## src/logic/dcbs_cfg.svh

```systemverilog
// constants of the data cache bus sequencer
`ifndef DCBS_CFG_SVH
`define DCBS_CFG_SVH
`define DCBS_LINE_WORDS     8
`define DCBS_LINE_BEATS     4
`define DCBS_BEAT_WIDTH     64
`define DCBS_WORD_WIDTH     32
`define DCBS_FILL_CYCLES    3
`define DCBS_FLUSH_CYCLES   2
`define DCBS_SINGLE_GAP     2
`define DCBS_FLUSH_QUEUE    2
`define DCBS_FIFO_DEPTH     32
`define DCBS_RATIO_DEFAULT  1
`endif

```

## src/logic/dcbs_pkg.sv

```systemverilog
// types of the data cache bus sequencer
package dcbs_pkg;
  typedef enum logic [1:0] {DCBS_LINE_RD, DCBS_WORD_RD, DCBS_LINE_WR, DCBS_WORD_WR} dcbs_kind_t;
endpackage

```

## src/logic/dcbs_link_if.sv

```systemverilog
// link between the cache controller and the bus interface unit
`timescale 1ns/1ps
interface dcbs_link_if;
  import dcbs_pkg::*;
  logic        busTick;
  logic        req;
  dcbs_kind_t  kind;
  logic [31:0] addr;
  logic [7:0]  byteEn;
  logic        abort;
  logic        ack;
  logic [63:0] wrData;
  logic        wrValid;
  logic [63:0] rdData;
  logic        rdValid;
  modport ctrl (output busTick, output req, output kind, output addr, output byteEn, output abort,
                output wrData, output wrValid, input ack, input rdData, input rdValid);
  modport bus_interface_unit  (input busTick, input req, input kind, input addr, input byteEn, input abort,
                input wrData, input wrValid, output ack, output rdData, output rdValid);
endinterface

```

## src/logic/dcbs_cache_ctrl.sv

```systemverilog
// cache controller end: request sequencing, write beats, fill transfer
`timescale 1ns/1ps
`include "dcbs_cfg.svh"
module dcbs_cache_ctrl import dcbs_pkg::*; #(
  parameter int RATIO = `DCBS_RATIO_DEFAULT
) (
  input  wire logic        clk,
  input  wire logic        rst_b,
  input  wire logic        coreReset,
  dcbs_link_if.ctrl        link,
  input  wire logic        flushReq,
  input  wire logic [31:0] flushAddr,
  input  wire logic [63:0] flushData,
  input  wire logic        flushDataValid,
  output      logic        flushDataReady,
  output      logic        flushAccept,
  input  wire logic        opReq,
  input  wire dcbs_kind_t  opKind,
  input  wire logic [31:0] opAddr,
  input  wire logic [7:0]  opByteEn,
  input  wire logic [31:0] opWrWord,
  output      logic        opAccept,
  output      logic [31:0] rdWord,
  output      logic        rdWordValid,
  output      logic        fillWrite,
  output      logic [1:0]  fillIndex,
  output      logic [63:0] fillData,
  output      logic        busy
);
  initial if (RATIO < 1 || RATIO > 3) $error("ratio must be 1 to 3");
  typedef enum logic [1:0] {DCBS_IDLE, DCBS_FLUSH, DCBS_WRITE} dcbs_wst_t;
  // ================================================================
  // bus clock enable
  logic [1:0] divCnt_reg;
  wire        tick = (divCnt_reg == 2'(RATIO - 1));
  always_ff @(posedge clk or negedge rst_b)
    if (!rst_b)
      divCnt_reg <= 2'h0;
    else
      divCnt_reg <= tick ? 2'h0 : divCnt_reg + 2'h1;
  assign link.busTick = tick;
  // ================================================================
  // flush queue and line data buffer
  logic [1:0]  flushCnt_reg;
  logic [31:0] flushQ_reg [`DCBS_FLUSH_QUEUE];
  wire         beatValid;
  wire [63:0]  beatData;
  logic        beatPop;
  assign flushAccept = flushReq && (flushCnt_reg < 2'(`DCBS_FLUSH_QUEUE));
  dcbs_fifo #(.WIDTH(64), .DEPTH(`DCBS_FIFO_DEPTH)) u_wrbuf (
    .clk      (clk),
    .rst_b    (rst_b),
    .inData   (flushData),
    .inValid  (flushDataValid),
    .inReady  (flushDataReady),
    .outData  (beatData),
    .outValid (beatValid),
    .outReady (beatPop)
  );
  // ================================================================
  // request sequencing
  dcbs_wst_t  wst_reg;
  logic [1:0] flushTmr_reg;
  logic [2:0] wrBeat_reg;
  logic [1:0] gap_reg;
  logic       rdBusy_reg;
  logic [2:0] rdBeat_reg;
  logic       rdLine_reg;
  logic       rdHigh_reg;
  logic [1:0] fillCnt_reg;
  logic       filling_reg;
  logic [63:0] fillBuf [`DCBS_LINE_BEATS];
  wire wrFree    = (wst_reg == DCBS_IDLE);
  wire gapOk     = (gap_reg == 2'h0);
  wire opIsRd    = opKind == DCBS_LINE_RD || opKind == DCBS_WORD_RD;
  wire opWordWr  = opReq && opKind == DCBS_WORD_WR;
  wire startWl   = tick && !coreReset && wst_reg == DCBS_FLUSH && flushTmr_reg == 2'h0 && gapOk
                   && beatValid && !opWordWr;
  // a read may still go out under core reset: it carries the abort and fetches nothing
  wire startOp   = tick && opReq && gapOk && !filling_reg &&
                   (opIsRd ? !rdBusy_reg : (!coreReset && wrFree && opKind == DCBS_WORD_WR));
  // the head entry has already left the queue once its line write runs
  wire [1:0] qSlot = flushCnt_reg - 2'(wst_reg == DCBS_WRITE) - 2'(startWl);
  assign opAccept = startOp;
  wire issue     = startWl || startOp;
  wire wlBeat    = tick && wst_reg == DCBS_WRITE;
  assign beatPop = startWl || (wlBeat && wrBeat_reg != 3'h0);
  always_comb
  begin
    link.req     = issue;
    link.kind    = startWl ? DCBS_LINE_WR : opKind;
    link.addr    = startWl ? flushQ_reg[0] : opAddr;
    link.byteEn  = (startWl || opKind == DCBS_LINE_RD) ? 8'hFF : opByteEn;
    link.wrValid = beatPop || (startOp && opKind == DCBS_WORD_WR);
    link.wrData  = beatPop ? beatData : {opWrWord, opWrWord};
    link.abort   = coreReset && (rdBusy_reg || issue || wst_reg == DCBS_WRITE);
  end
  always_ff @(posedge clk or negedge rst_b)
    if (!rst_b)
    begin
      wst_reg      <= DCBS_IDLE;
      flushTmr_reg <= 2'h0;
      wrBeat_reg   <= 3'h0;
      gap_reg      <= 2'h0;
      flushCnt_reg <= 2'h0;
    end
    else
    begin
      flushCnt_reg <= flushCnt_reg + 2'(flushAccept) - 2'(wlBeat && wrBeat_reg == 3'h3);
      if (tick && gap_reg != 2'h0)
        gap_reg <= gap_reg - 2'h1;
      if (startOp && (opKind == DCBS_WORD_RD || opKind == DCBS_WORD_WR))
        gap_reg <= 2'(`DCBS_SINGLE_GAP - 1);
      case (wst_reg)
        DCBS_IDLE:
          if (flushCnt_reg != 2'h0 && !coreReset)
          begin
            wst_reg      <= DCBS_FLUSH;
            flushTmr_reg <= 2'(`DCBS_FLUSH_CYCLES);
          end
        DCBS_FLUSH:
          if (flushTmr_reg != 2'h0)
            flushTmr_reg <= flushTmr_reg - 2'h1;
          else if (startWl)
          begin
            wst_reg    <= DCBS_WRITE;
            wrBeat_reg <= 3'h1;
          end
        DCBS_WRITE:
          if (wlBeat)
          begin
            if (wrBeat_reg == 3'(`DCBS_LINE_BEATS - 1))
              wst_reg <= DCBS_IDLE;
            wrBeat_reg <= wrBeat_reg + 3'h1;
          end
        default:
          wst_reg <= DCBS_IDLE;
      endcase
    end
  always_ff @(posedge clk)
  begin
    if (startWl)
      flushQ_reg[0] <= flushQ_reg[1];
    if (flushAccept)
      flushQ_reg[qSlot[0]] <= flushAddr;
  end
  // ================================================================
  // read data and fill transfer
  wire rdTake = link.rdValid && rdBusy_reg;
  always_ff @(posedge clk or negedge rst_b)
    if (!rst_b)
    begin
      rdBusy_reg  <= 1'b0;
      rdLine_reg  <= 1'b0;
      rdHigh_reg  <= 1'b0;
      rdBeat_reg  <= 3'h0;
      filling_reg <= 1'b0;
      fillCnt_reg <= 2'h0;
      rdWord      <= 32'h0;
      rdWordValid <= 1'b0;
    end
    else
    begin
      rdWordValid <= 1'b0;
      if (startOp && opIsRd && !coreReset)
      begin
        rdBusy_reg <= 1'b1;
        rdLine_reg <= opKind == DCBS_LINE_RD;
        rdHigh_reg <= opAddr[2];
        rdBeat_reg <= 3'h0;
      end
      else if (coreReset)
        rdBusy_reg <= 1'b0;
      else if (rdTake)
      begin
        if (!rdLine_reg)
        begin
          rdBusy_reg  <= 1'b0;
          rdWord      <= rdHigh_reg ? link.rdData[63:32] : link.rdData[31:0];
          rdWordValid <= 1'b1;
        end
        else if (rdBeat_reg == 3'(`DCBS_LINE_BEATS - 1))
        begin
          rdBusy_reg  <= 1'b0;
          filling_reg <= 1'b1;
          fillCnt_reg <= 2'h0;
        end
        rdBeat_reg <= rdBeat_reg + 3'h1;
      end
      if (filling_reg)
      begin
        fillCnt_reg <= fillCnt_reg + 2'h1;
        if (fillCnt_reg == 2'(`DCBS_FILL_CYCLES - 1))
          filling_reg <= 1'b0;
      end
    end
  always_ff @(posedge clk)
    if (rdTake && rdLine_reg)
      fillBuf[rdBeat_reg[1:0]] <= link.rdData;
  // three fill cycles move beats 0 to 2, one beat per cycle; beat 3 of the line is never written out
  assign fillWrite = filling_reg;
  assign fillIndex = fillCnt_reg;
  assign fillData  = fillBuf[fillCnt_reg];
  assign busy      = !wrFree || rdBusy_reg || filling_reg;
endmodule

```

## src/logic/dcbs_fifo.sv

```systemverilog
// valid/ready fifo for write beats
`timescale 1ns/1ps
`include "dcbs_cfg.svh"
module dcbs_fifo #(
  parameter int WIDTH = 64,
  parameter int DEPTH = `DCBS_FIFO_DEPTH
) (
  input  wire logic             clk,
  input  wire logic             rst_b,
  input  wire logic [WIDTH-1:0] inData,
  input  wire logic             inValid,
  output      logic             inReady,
  output      logic [WIDTH-1:0] outData,
  output      logic             outValid,
  input  wire logic             outReady
);
  localparam int AW = $clog2(DEPTH);
  initial if (DEPTH < 2 || (DEPTH & (DEPTH - 1)) != 0) $error("depth must be a power of two");
  logic [WIDTH-1:0] mem [DEPTH];
  logic [AW:0]      wrPtr_reg;
  logic [AW:0]      rdPtr_reg;
  wire              push = inValid && inReady;
  wire              pop  = outValid && outReady;
  assign inReady  = (wrPtr_reg - rdPtr_reg) != (AW+1)'(DEPTH);
  assign outValid = wrPtr_reg != rdPtr_reg;
  assign outData  = mem[rdPtr_reg[AW-1:0]];
  always_ff @(posedge clk)
    if (push)
      mem[wrPtr_reg[AW-1:0]] <= inData;
  always_ff @(posedge clk or negedge rst_b)
    if (!rst_b)
    begin
      wrPtr_reg <= '0;
      rdPtr_reg <= '0;
    end
    else
    begin
      if (push)
        wrPtr_reg <= wrPtr_reg + 1'b1;
      if (pop)
        rdPtr_reg <= rdPtr_reg + 1'b1;
    end
endmodule

```

## src/flat_wrapper.sv

```systemverilog
// flat-port wrapper written by rule: the top's interface ports become plain ports
module dcbs_cache_ctrl_flat import dcbs_pkg::*;
#(
  parameter int RATIO = `DCBS_RATIO_DEFAULT
)
  (clk, rst_b, coreReset, flushReq, flushAddr, flushData, flushDataValid, flushDataReady, flushAccept, opReq, opKind, opAddr, opByteEn, opWrWord, opAccept, rdWord, rdWordValid, fillWrite, fillIndex, fillData, busy, link_busTick, link_req, link_kind, link_addr, link_byteEn, link_abort, link_wrData, link_wrValid, link_ack, link_rdData, link_rdValid);
  dcbs_link_if link_i ();
  input  wire logic clk;
  input  wire logic rst_b;
  input  wire logic coreReset;
  input  wire logic flushReq;
  input  wire logic [31:0] flushAddr;
  input  wire logic [63:0] flushData;
  input  wire logic flushDataValid;
  output      logic flushDataReady;
  output      logic flushAccept;
  input  wire logic opReq;
  input  wire dcbs_kind_t opKind;
  input  wire logic [31:0] opAddr;
  input  wire logic [7:0] opByteEn;
  input  wire logic [31:0] opWrWord;
  output      logic opAccept;
  output      logic [31:0] rdWord;
  output      logic rdWordValid;
  output      logic fillWrite;
  output      logic [1:0] fillIndex;
  output      logic [63:0] fillData;
  output      logic busy;
  output wire logic [$bits(link_i.busTick)-1:0] link_busTick;
  output wire logic [$bits(link_i.req)-1:0] link_req;
  output wire logic [$bits(link_i.kind)-1:0] link_kind;
  output wire logic [$bits(link_i.addr)-1:0] link_addr;
  output wire logic [$bits(link_i.byteEn)-1:0] link_byteEn;
  output wire logic [$bits(link_i.abort)-1:0] link_abort;
  output wire logic [$bits(link_i.wrData)-1:0] link_wrData;
  output wire logic [$bits(link_i.wrValid)-1:0] link_wrValid;
  input wire logic [$bits(link_i.ack)-1:0] link_ack;
  input wire logic [$bits(link_i.rdData)-1:0] link_rdData;
  input wire logic [$bits(link_i.rdValid)-1:0] link_rdValid;
  assign link_busTick = link_i.busTick;
  assign link_req = link_i.req;
  assign link_kind = link_i.kind;
  assign link_addr = link_i.addr;
  assign link_byteEn = link_i.byteEn;
  assign link_abort = link_i.abort;
  assign link_wrData = link_i.wrData;
  assign link_wrValid = link_i.wrValid;
  assign link_i.ack = link_ack;
  assign link_i.rdData = link_rdData;
  assign link_i.rdValid = link_rdValid;
  dcbs_cache_ctrl #(.RATIO(RATIO)) u_core (.clk(clk), .rst_b(rst_b), .coreReset(coreReset), .link(link_i), .flushReq(flushReq), .flushAddr(flushAddr), .flushData(flushData), .flushDataValid(flushDataValid), .flushDataReady(flushDataReady), .flushAccept(flushAccept), .opReq(opReq), .opKind(opKind), .opAddr(opAddr), .opByteEn(opByteEn), .opWrWord(opWrWord), .opAccept(opAccept), .rdWord(rdWord), .rdWordValid(rdWordValid), .fillWrite(fillWrite), .fillIndex(fillIndex), .fillData(fillData), .busy(busy));
endmodule
```

## config.mk

```make
export PLATFORM = sky130hd
export DESIGN_NAME = dcbs_cache_ctrl_flat
export DESIGN_NICKNAME = d
export VERILOG_FILES = /design/src/logic/dcbs_pkg.sv /design/src/logic/dcbs_link_if.sv /design/src/logic/dcbs_cache_ctrl.sv /design/src/logic/dcbs_fifo.sv /design/src/flat_wrapper.sv
export VERILOG_INCLUDE_DIRS = /design/src /design/src/logic
export SDC_FILE = /design/constraint.sdc
export NUM_CORES = 2
export LEC_CHECK = 0
export BUFFER_PORTS_ARGS = -buffer_cell sky130_fd_sc_hd__buf_2
export CORE_AREA = 3 3 460 462
export DETAILED_ROUTE_END_ITERATION = 8
export DIE_AREA = 0 0 463 465
export GPL_ROUTABILITY_DRIVEN = 0
export PLACE_DENSITY_LB_ADDON = 0.1
export RECOVER_POWER = 100
export SLEW_MARGIN = 20
export SYNTH_ARGS = -nofsm -noshare
export SYNTH_HDL_FRONTEND = slang
export SYNTH_SLANG_ARGS = --single-unit
```

## constraint.sdc

```tcl
create_clock -name clk -period 15.84 [get_ports clk]
set_input_delay 0.792 -clock clk [delete_from_list [all_inputs] [get_ports clk]]
set_output_delay 0.792 -clock clk [all_outputs]
set_load 0.005 [all_outputs]
```

==> qor_table.md <==
| Item | This run | Unit |
|:---|:---|:---|
| Leakage power figure | 34.62 | nW |
| Total vias in the final route | 46640 | - |
| XOR/XNOR share of the synthesized area | 0.1597 | % |
| Total DRC errors in the routed layout | 0 | - |
| Worst setup endpoint | u_core.u_wrbuf.mem[18][43] | - |
| Path depth of the worst reg2reg path | 11 | - |
| Crit path capture type | flop | - |
| Fraction of the mapped netlist area in compound gates | 3.766 | % |
| Worst-case clock skew | 0.05305 | ns |
| Area of the core | 207500 | µm² |
| Arr. time, crit path | 11.71 | ns |
| Comb pwr share | 20.0 | % |
| Maximum fanout encountered on the critical timing path | 26 | - |
| Crit path launch type | flop | - |
| Switching power as a share of total power | 26.61 | % |
| DR vias/cell | 5.941 | - |
| Portion of total power attributed to the clock network | 34.2 | % |
| Worst-skew pair later-pin latency | 0.91 | ns |
| Cell taking the most area after synthesis | sky130_fd_sc_hd__edfxtp_1 | - |
| Register share of total power | 45.7 | % |
| Cell area after layout | 106600 | µm² |
| Max_cap viols | 91 | - |
| Clock period minus final worst setup slack | 11.27 | ns |
| Synth unique cells | 60 | - |
| Sequence of cells on the critical path | clkinv_1 -> ha_1 -> and2_1 -> o21ai_0 -> o31ai_1 -> a311oi_1 -> o211ai_1 -> clkbuf_1 -> nor2_1 -> clkbuf_1 -> clkbuf_1 | - |
| Overall die height | 465 | µm |
| Crit-path most repeated cell | sky130_fd_sc_hd__clkbuf_1 | - |
| Slowest stage cell on the critical path | sky130_fd_sc_hd__nor2_1 | - |
| Floorplan die area | 215300 | µm² |
| Max Slew Vio Count | 2803 | - |
| Most common cell after layout, fill and taps aside | sky130_fd_sc_hd__edfxtp_1 | - |
| Switching power | 4.525 | mW |
| Number of logic stages on the critical path including buffering | 11 | - |
| Largest stage delay, worst path | 2.23 | ns |
| Number of warning messages in the yosys log | 0 | - |
| Leading cell types in the layout, fill and taps excluded | sky130_fd_sc_hd__edfxtp_1 (2368), sky130_fd_sc_hd__mux4_2 (502), sky130_fd_sc_hd__clkbuf_1 (420) | - |
| Unrepaired setup endpoints after global routing | false | - |
| Sum Neg Setup Slack | 0 | ns |
| Portion of synthesized cell area occupied by the leading cell type | 76.25 | % |
| Mean area per synthesized cell | 21.93 | µm² |
| Number of flip-flops in the largest register | 2048 | - |
| Post-Layout Cell Count | 7850 | - |
| Family with the most delay on the worst path | buffers and inverters | - |
| Synth top area cells | sky130_fd_sc_hd__edfxtp_1 (76%), sky130_fd_sc_hd__mux4_2 (12%), sky130_fd_sc_hd__mux2i_1 (2.4%) | - |
| Area of the mapped netlist | 93260 | µm² |
| CTS Buf Count | 277 | - |
| Final routed wire length divided by cell count | 32.33 | µm |
| First-pass GRT wire length | 358800 | µm |
| Worst Tran Pin Value | 4.766 | ns |
| Number of nets with antenna violations after routing | 0 | - |
| Required time at the worst-slack endpoint | 16.28 | ns |
| Crit path from | u_core.u_wrbuf.rdPtr_reg[4] | - |
| DP Wirelength | 132400 | µm |
| Final Total Pwr | 17.00 | mW |
| Portion of netlist area occupied by mux cells | 15.30 | % |
| Master cell of the clock root buffer | sky130_fd_sc_hd__clkbuf_16 | - |
| Worst hold path depth | 1 | - |
| Slew headroom | -217.7 | % |
| Relative area change from synthesis to final layout | 14.27 | % |
| Buffers from clock root to sink, at most | 4 | - |
| Post-synth EDFFs | 2368 | - |
| Initial antenna violation count | 23 | - |
| Total global-route track usage | 23.39 | % |
| Reg-to-Reg Start | u_core.u_wrbuf.rdPtr_reg[4] | - |
| IO Count | 456 | - |
| Dpl cells | 7377 | - |
| Simple-gate area share of the yosys netlist | 1.100 | % |
| Violations in the final reports | capacitance limit, slew limit | - |
| CTS clock-pin slew for the worst setup and hold paths | 0.06 | ns |
| VDD IR-drop max | 0.0001483 | V |
| Synth Register Bits | 2435 | - |
| Die Width | 463 | µm |
| Worst reg2reg setup slack | 4.57 | ns |
| Remaining Overflow, GRT | 0 | - |
| Commonest register cell after synthesis | sky130_fd_sc_hd__edfxtp_1 | - |
| Post-Synthesis Net Count | 4519 | - |
| FF-to-FF End | u_core.u_wrbuf.mem[18][43] | - |
| Cell count after synthesis | 4252 | - |
| Critical setup path kind | flop to flop | - |
| Count of buffers from port buffering | 454 | - |
| Drt pass-1 iters | 7 | - |
| Fraction of synthesis flops using an asynchronous set or reset pin | 2.752 | % |
| Dominant combinational cell family by area after synthesis | multiplexers | - |
| Adder and majority gate portion of the synthesized area | 0.3354 | % |
| Net total in the final layout | 5139 | - |
| Placed instance area | 99220 | µm² |
| Ratio of cells with drive above 1 in the final layout | 23.27 | % |
| Vias in the first global route | 47330 | - |
| Run status | complete, but fails checks | - |
| Post-synthesis sequential area ratio | 78.04 | % |
| Internal cell power | 12.48 | mW |
| Depth of the CTS H-tree | 5 | - |
| Starting density of the core | 44.95 | % |
| Std cell rows | 167 | - |
| Detailed Route WL | 253800 | µm |
| Final Setup Violations | 0 | - |
| Worst path buffer plus inverter count | 4 | - |
| Number of design-rule violations left by the first detailed-router iteration | 4751 | - |
| CTS tree | built | - |
| TritonCTS Sinks | 2435 | - |
| P per Cell Area | 159.5 | nW/µm² |
| Maximum number of pins on one net before global-route repair | 110 | - |
| Number of failing hold endpoints at the final stage | 0 | - |
| Achievable clock frequency | 0.08870 | GHz |
| Type of the worst min-delay path | input port to flop | - |
| Final cycle utilization of the critical path | 71.18 | % |
## worst reg2reg max path, stage by stage (launching register included)
cell and delay, ns:
sky130_fd_sc_hd__dfrtp_1 1.12, sky130_fd_sc_hd__clkinv_1 0.90, sky130_fd_sc_hd__ha_1 0.64, sky130_fd_sc_hd__and2_1 0.17, sky130_fd_sc_hd__o21ai_0 0.14, sky130_fd_sc_hd__o31ai_1 0.10, sky130_fd_sc_hd__a311oi_1 0.87, sky130_fd_sc_hd__o211ai_1 0.17
sky130_fd_sc_hd__clkbuf_1 0.40, sky130_fd_sc_hd__nor2_1 2.24, sky130_fd_sc_hd__clkbuf_1 1.78, sky130_fd_sc_hd__clkbuf_1 2.24
## layer usage
metal | vias up | wire, µm | GRT usage, %
met4 | 8 | 4632 | 5.169
met3 | 319 | 16100 | 3.877
met5 | - | 58 | 0
met1 | 25450 | 109100 | 33.80
met2 | 1623 | 124000 | 37.77
li1 | 19240 | - | -
## synthesized netlist by cell type (36+ instances only)
library cell	instances
sky130_fd_sc_hd__o21ai_0	36
sky130_fd_sc_hd__mux2_2	65
sky130_fd_sc_hd__a22o_1	67
sky130_fd_sc_hd__o221ai_1	52
sky130_fd_sc_hd__a22oi_1	74
sky130_fd_sc_hd__mux4_2	502
sky130_fd_sc_hd__nor2_1	84
sky130_fd_sc_hd__a211oi_1	47
sky130_fd_sc_hd__o22ai_1	47
sky130_fd_sc_hd__mux2i_1	222
sky130_fd_sc_hd__clkbuf_1	115
sky130_fd_sc_hd__dfrtp_1	67
sky130_fd_sc_hd__edfxtp_1	2368
sky130_fd_sc_hd__nand2_1	77
sky130_fd_sc_hd__buf_2	57
sky130_fd_sc_hd__a21oi_1	108
## logic make-up after synthesis
logic type / count (synthesis)
flops: 2435
compound gates: 499
buf+inv: 259
mux: 790
simple gates: 227
xor+xnor: 17
fa+ha+maj: 25
## cell type report
cell class / count / area, µm²
multi-input combinational: 1558 / 19460
sequential: 2435 / 72790
tap: 2788 / 3488
clock buffer: 365 / 7472
timing repair buffer: 576 / 2624
fill: 16720 / 100900
inverter: 24 / 90.09
clock inverter: 96 / 618.1
antenna: 8 / 20.02
## through the flow
stage / util (%) / hold slack (ns) / worst slack, ns
2_1_floorplan: - / 0.4589 / 9.811
3_3_place_gp: 47.81 / 0.4830 / 9.043
3_5_place_dp: 47.82 / 0.4841 / 9.063
4_1_cts: 51.74 / 0.002417 / 8.070
5_1_grt: 51.36 / 0.04521 / 4.161
6_report: 51.36 / 0.09586 / 4.565
## repair_timing
action | CTS | global route
resized for setup | 0 | 0
buffers inserted | 0 | 0
hold buffers | 4 | 0
endpoints found under the hold margin | 27 | 0
## worst min path at each step
stage / slack [ns] / start / end
4_1_cts: 0.002 / flushAddr[30] / u_core.flushQ_reg[1][30]
3_3_place_gp: 0.48 / u_core.flushCnt_reg[1] / u_core.flushCnt_reg[1]
5_1_grt: 0.05 / flushAddr[30] / u_core.flushQ_reg[1][30]
2_1_floorplan: 0.46 / u_core.flushCnt_reg[1] / u_core.flushCnt_reg[1]
6_report: 0.1 / flushAddr[30] / u_core.flushQ_reg[1][30]
3_5_place_dp: 0.48 / u_core.flushCnt_reg[1] / u_core.flushCnt_reg[1]
## power groups by stage
stage / Clock, mW / Combinational (mW) / Sequential (mW)
2_1_floorplan: 0 / 2.45 / 7.79
3_3_place_gp: 0 / 3.49 / 7.85
3_5_place_dp: 0 / 3.50 / 7.87
4_1_cts: 5.95 / 3.51 / 7.73
5_1_grt: 6.22 / 3.66 / 7.81
6_report: 5.82 / 3.41 / 7.77
No activity file was read; power rests on OpenSTA's default activity.
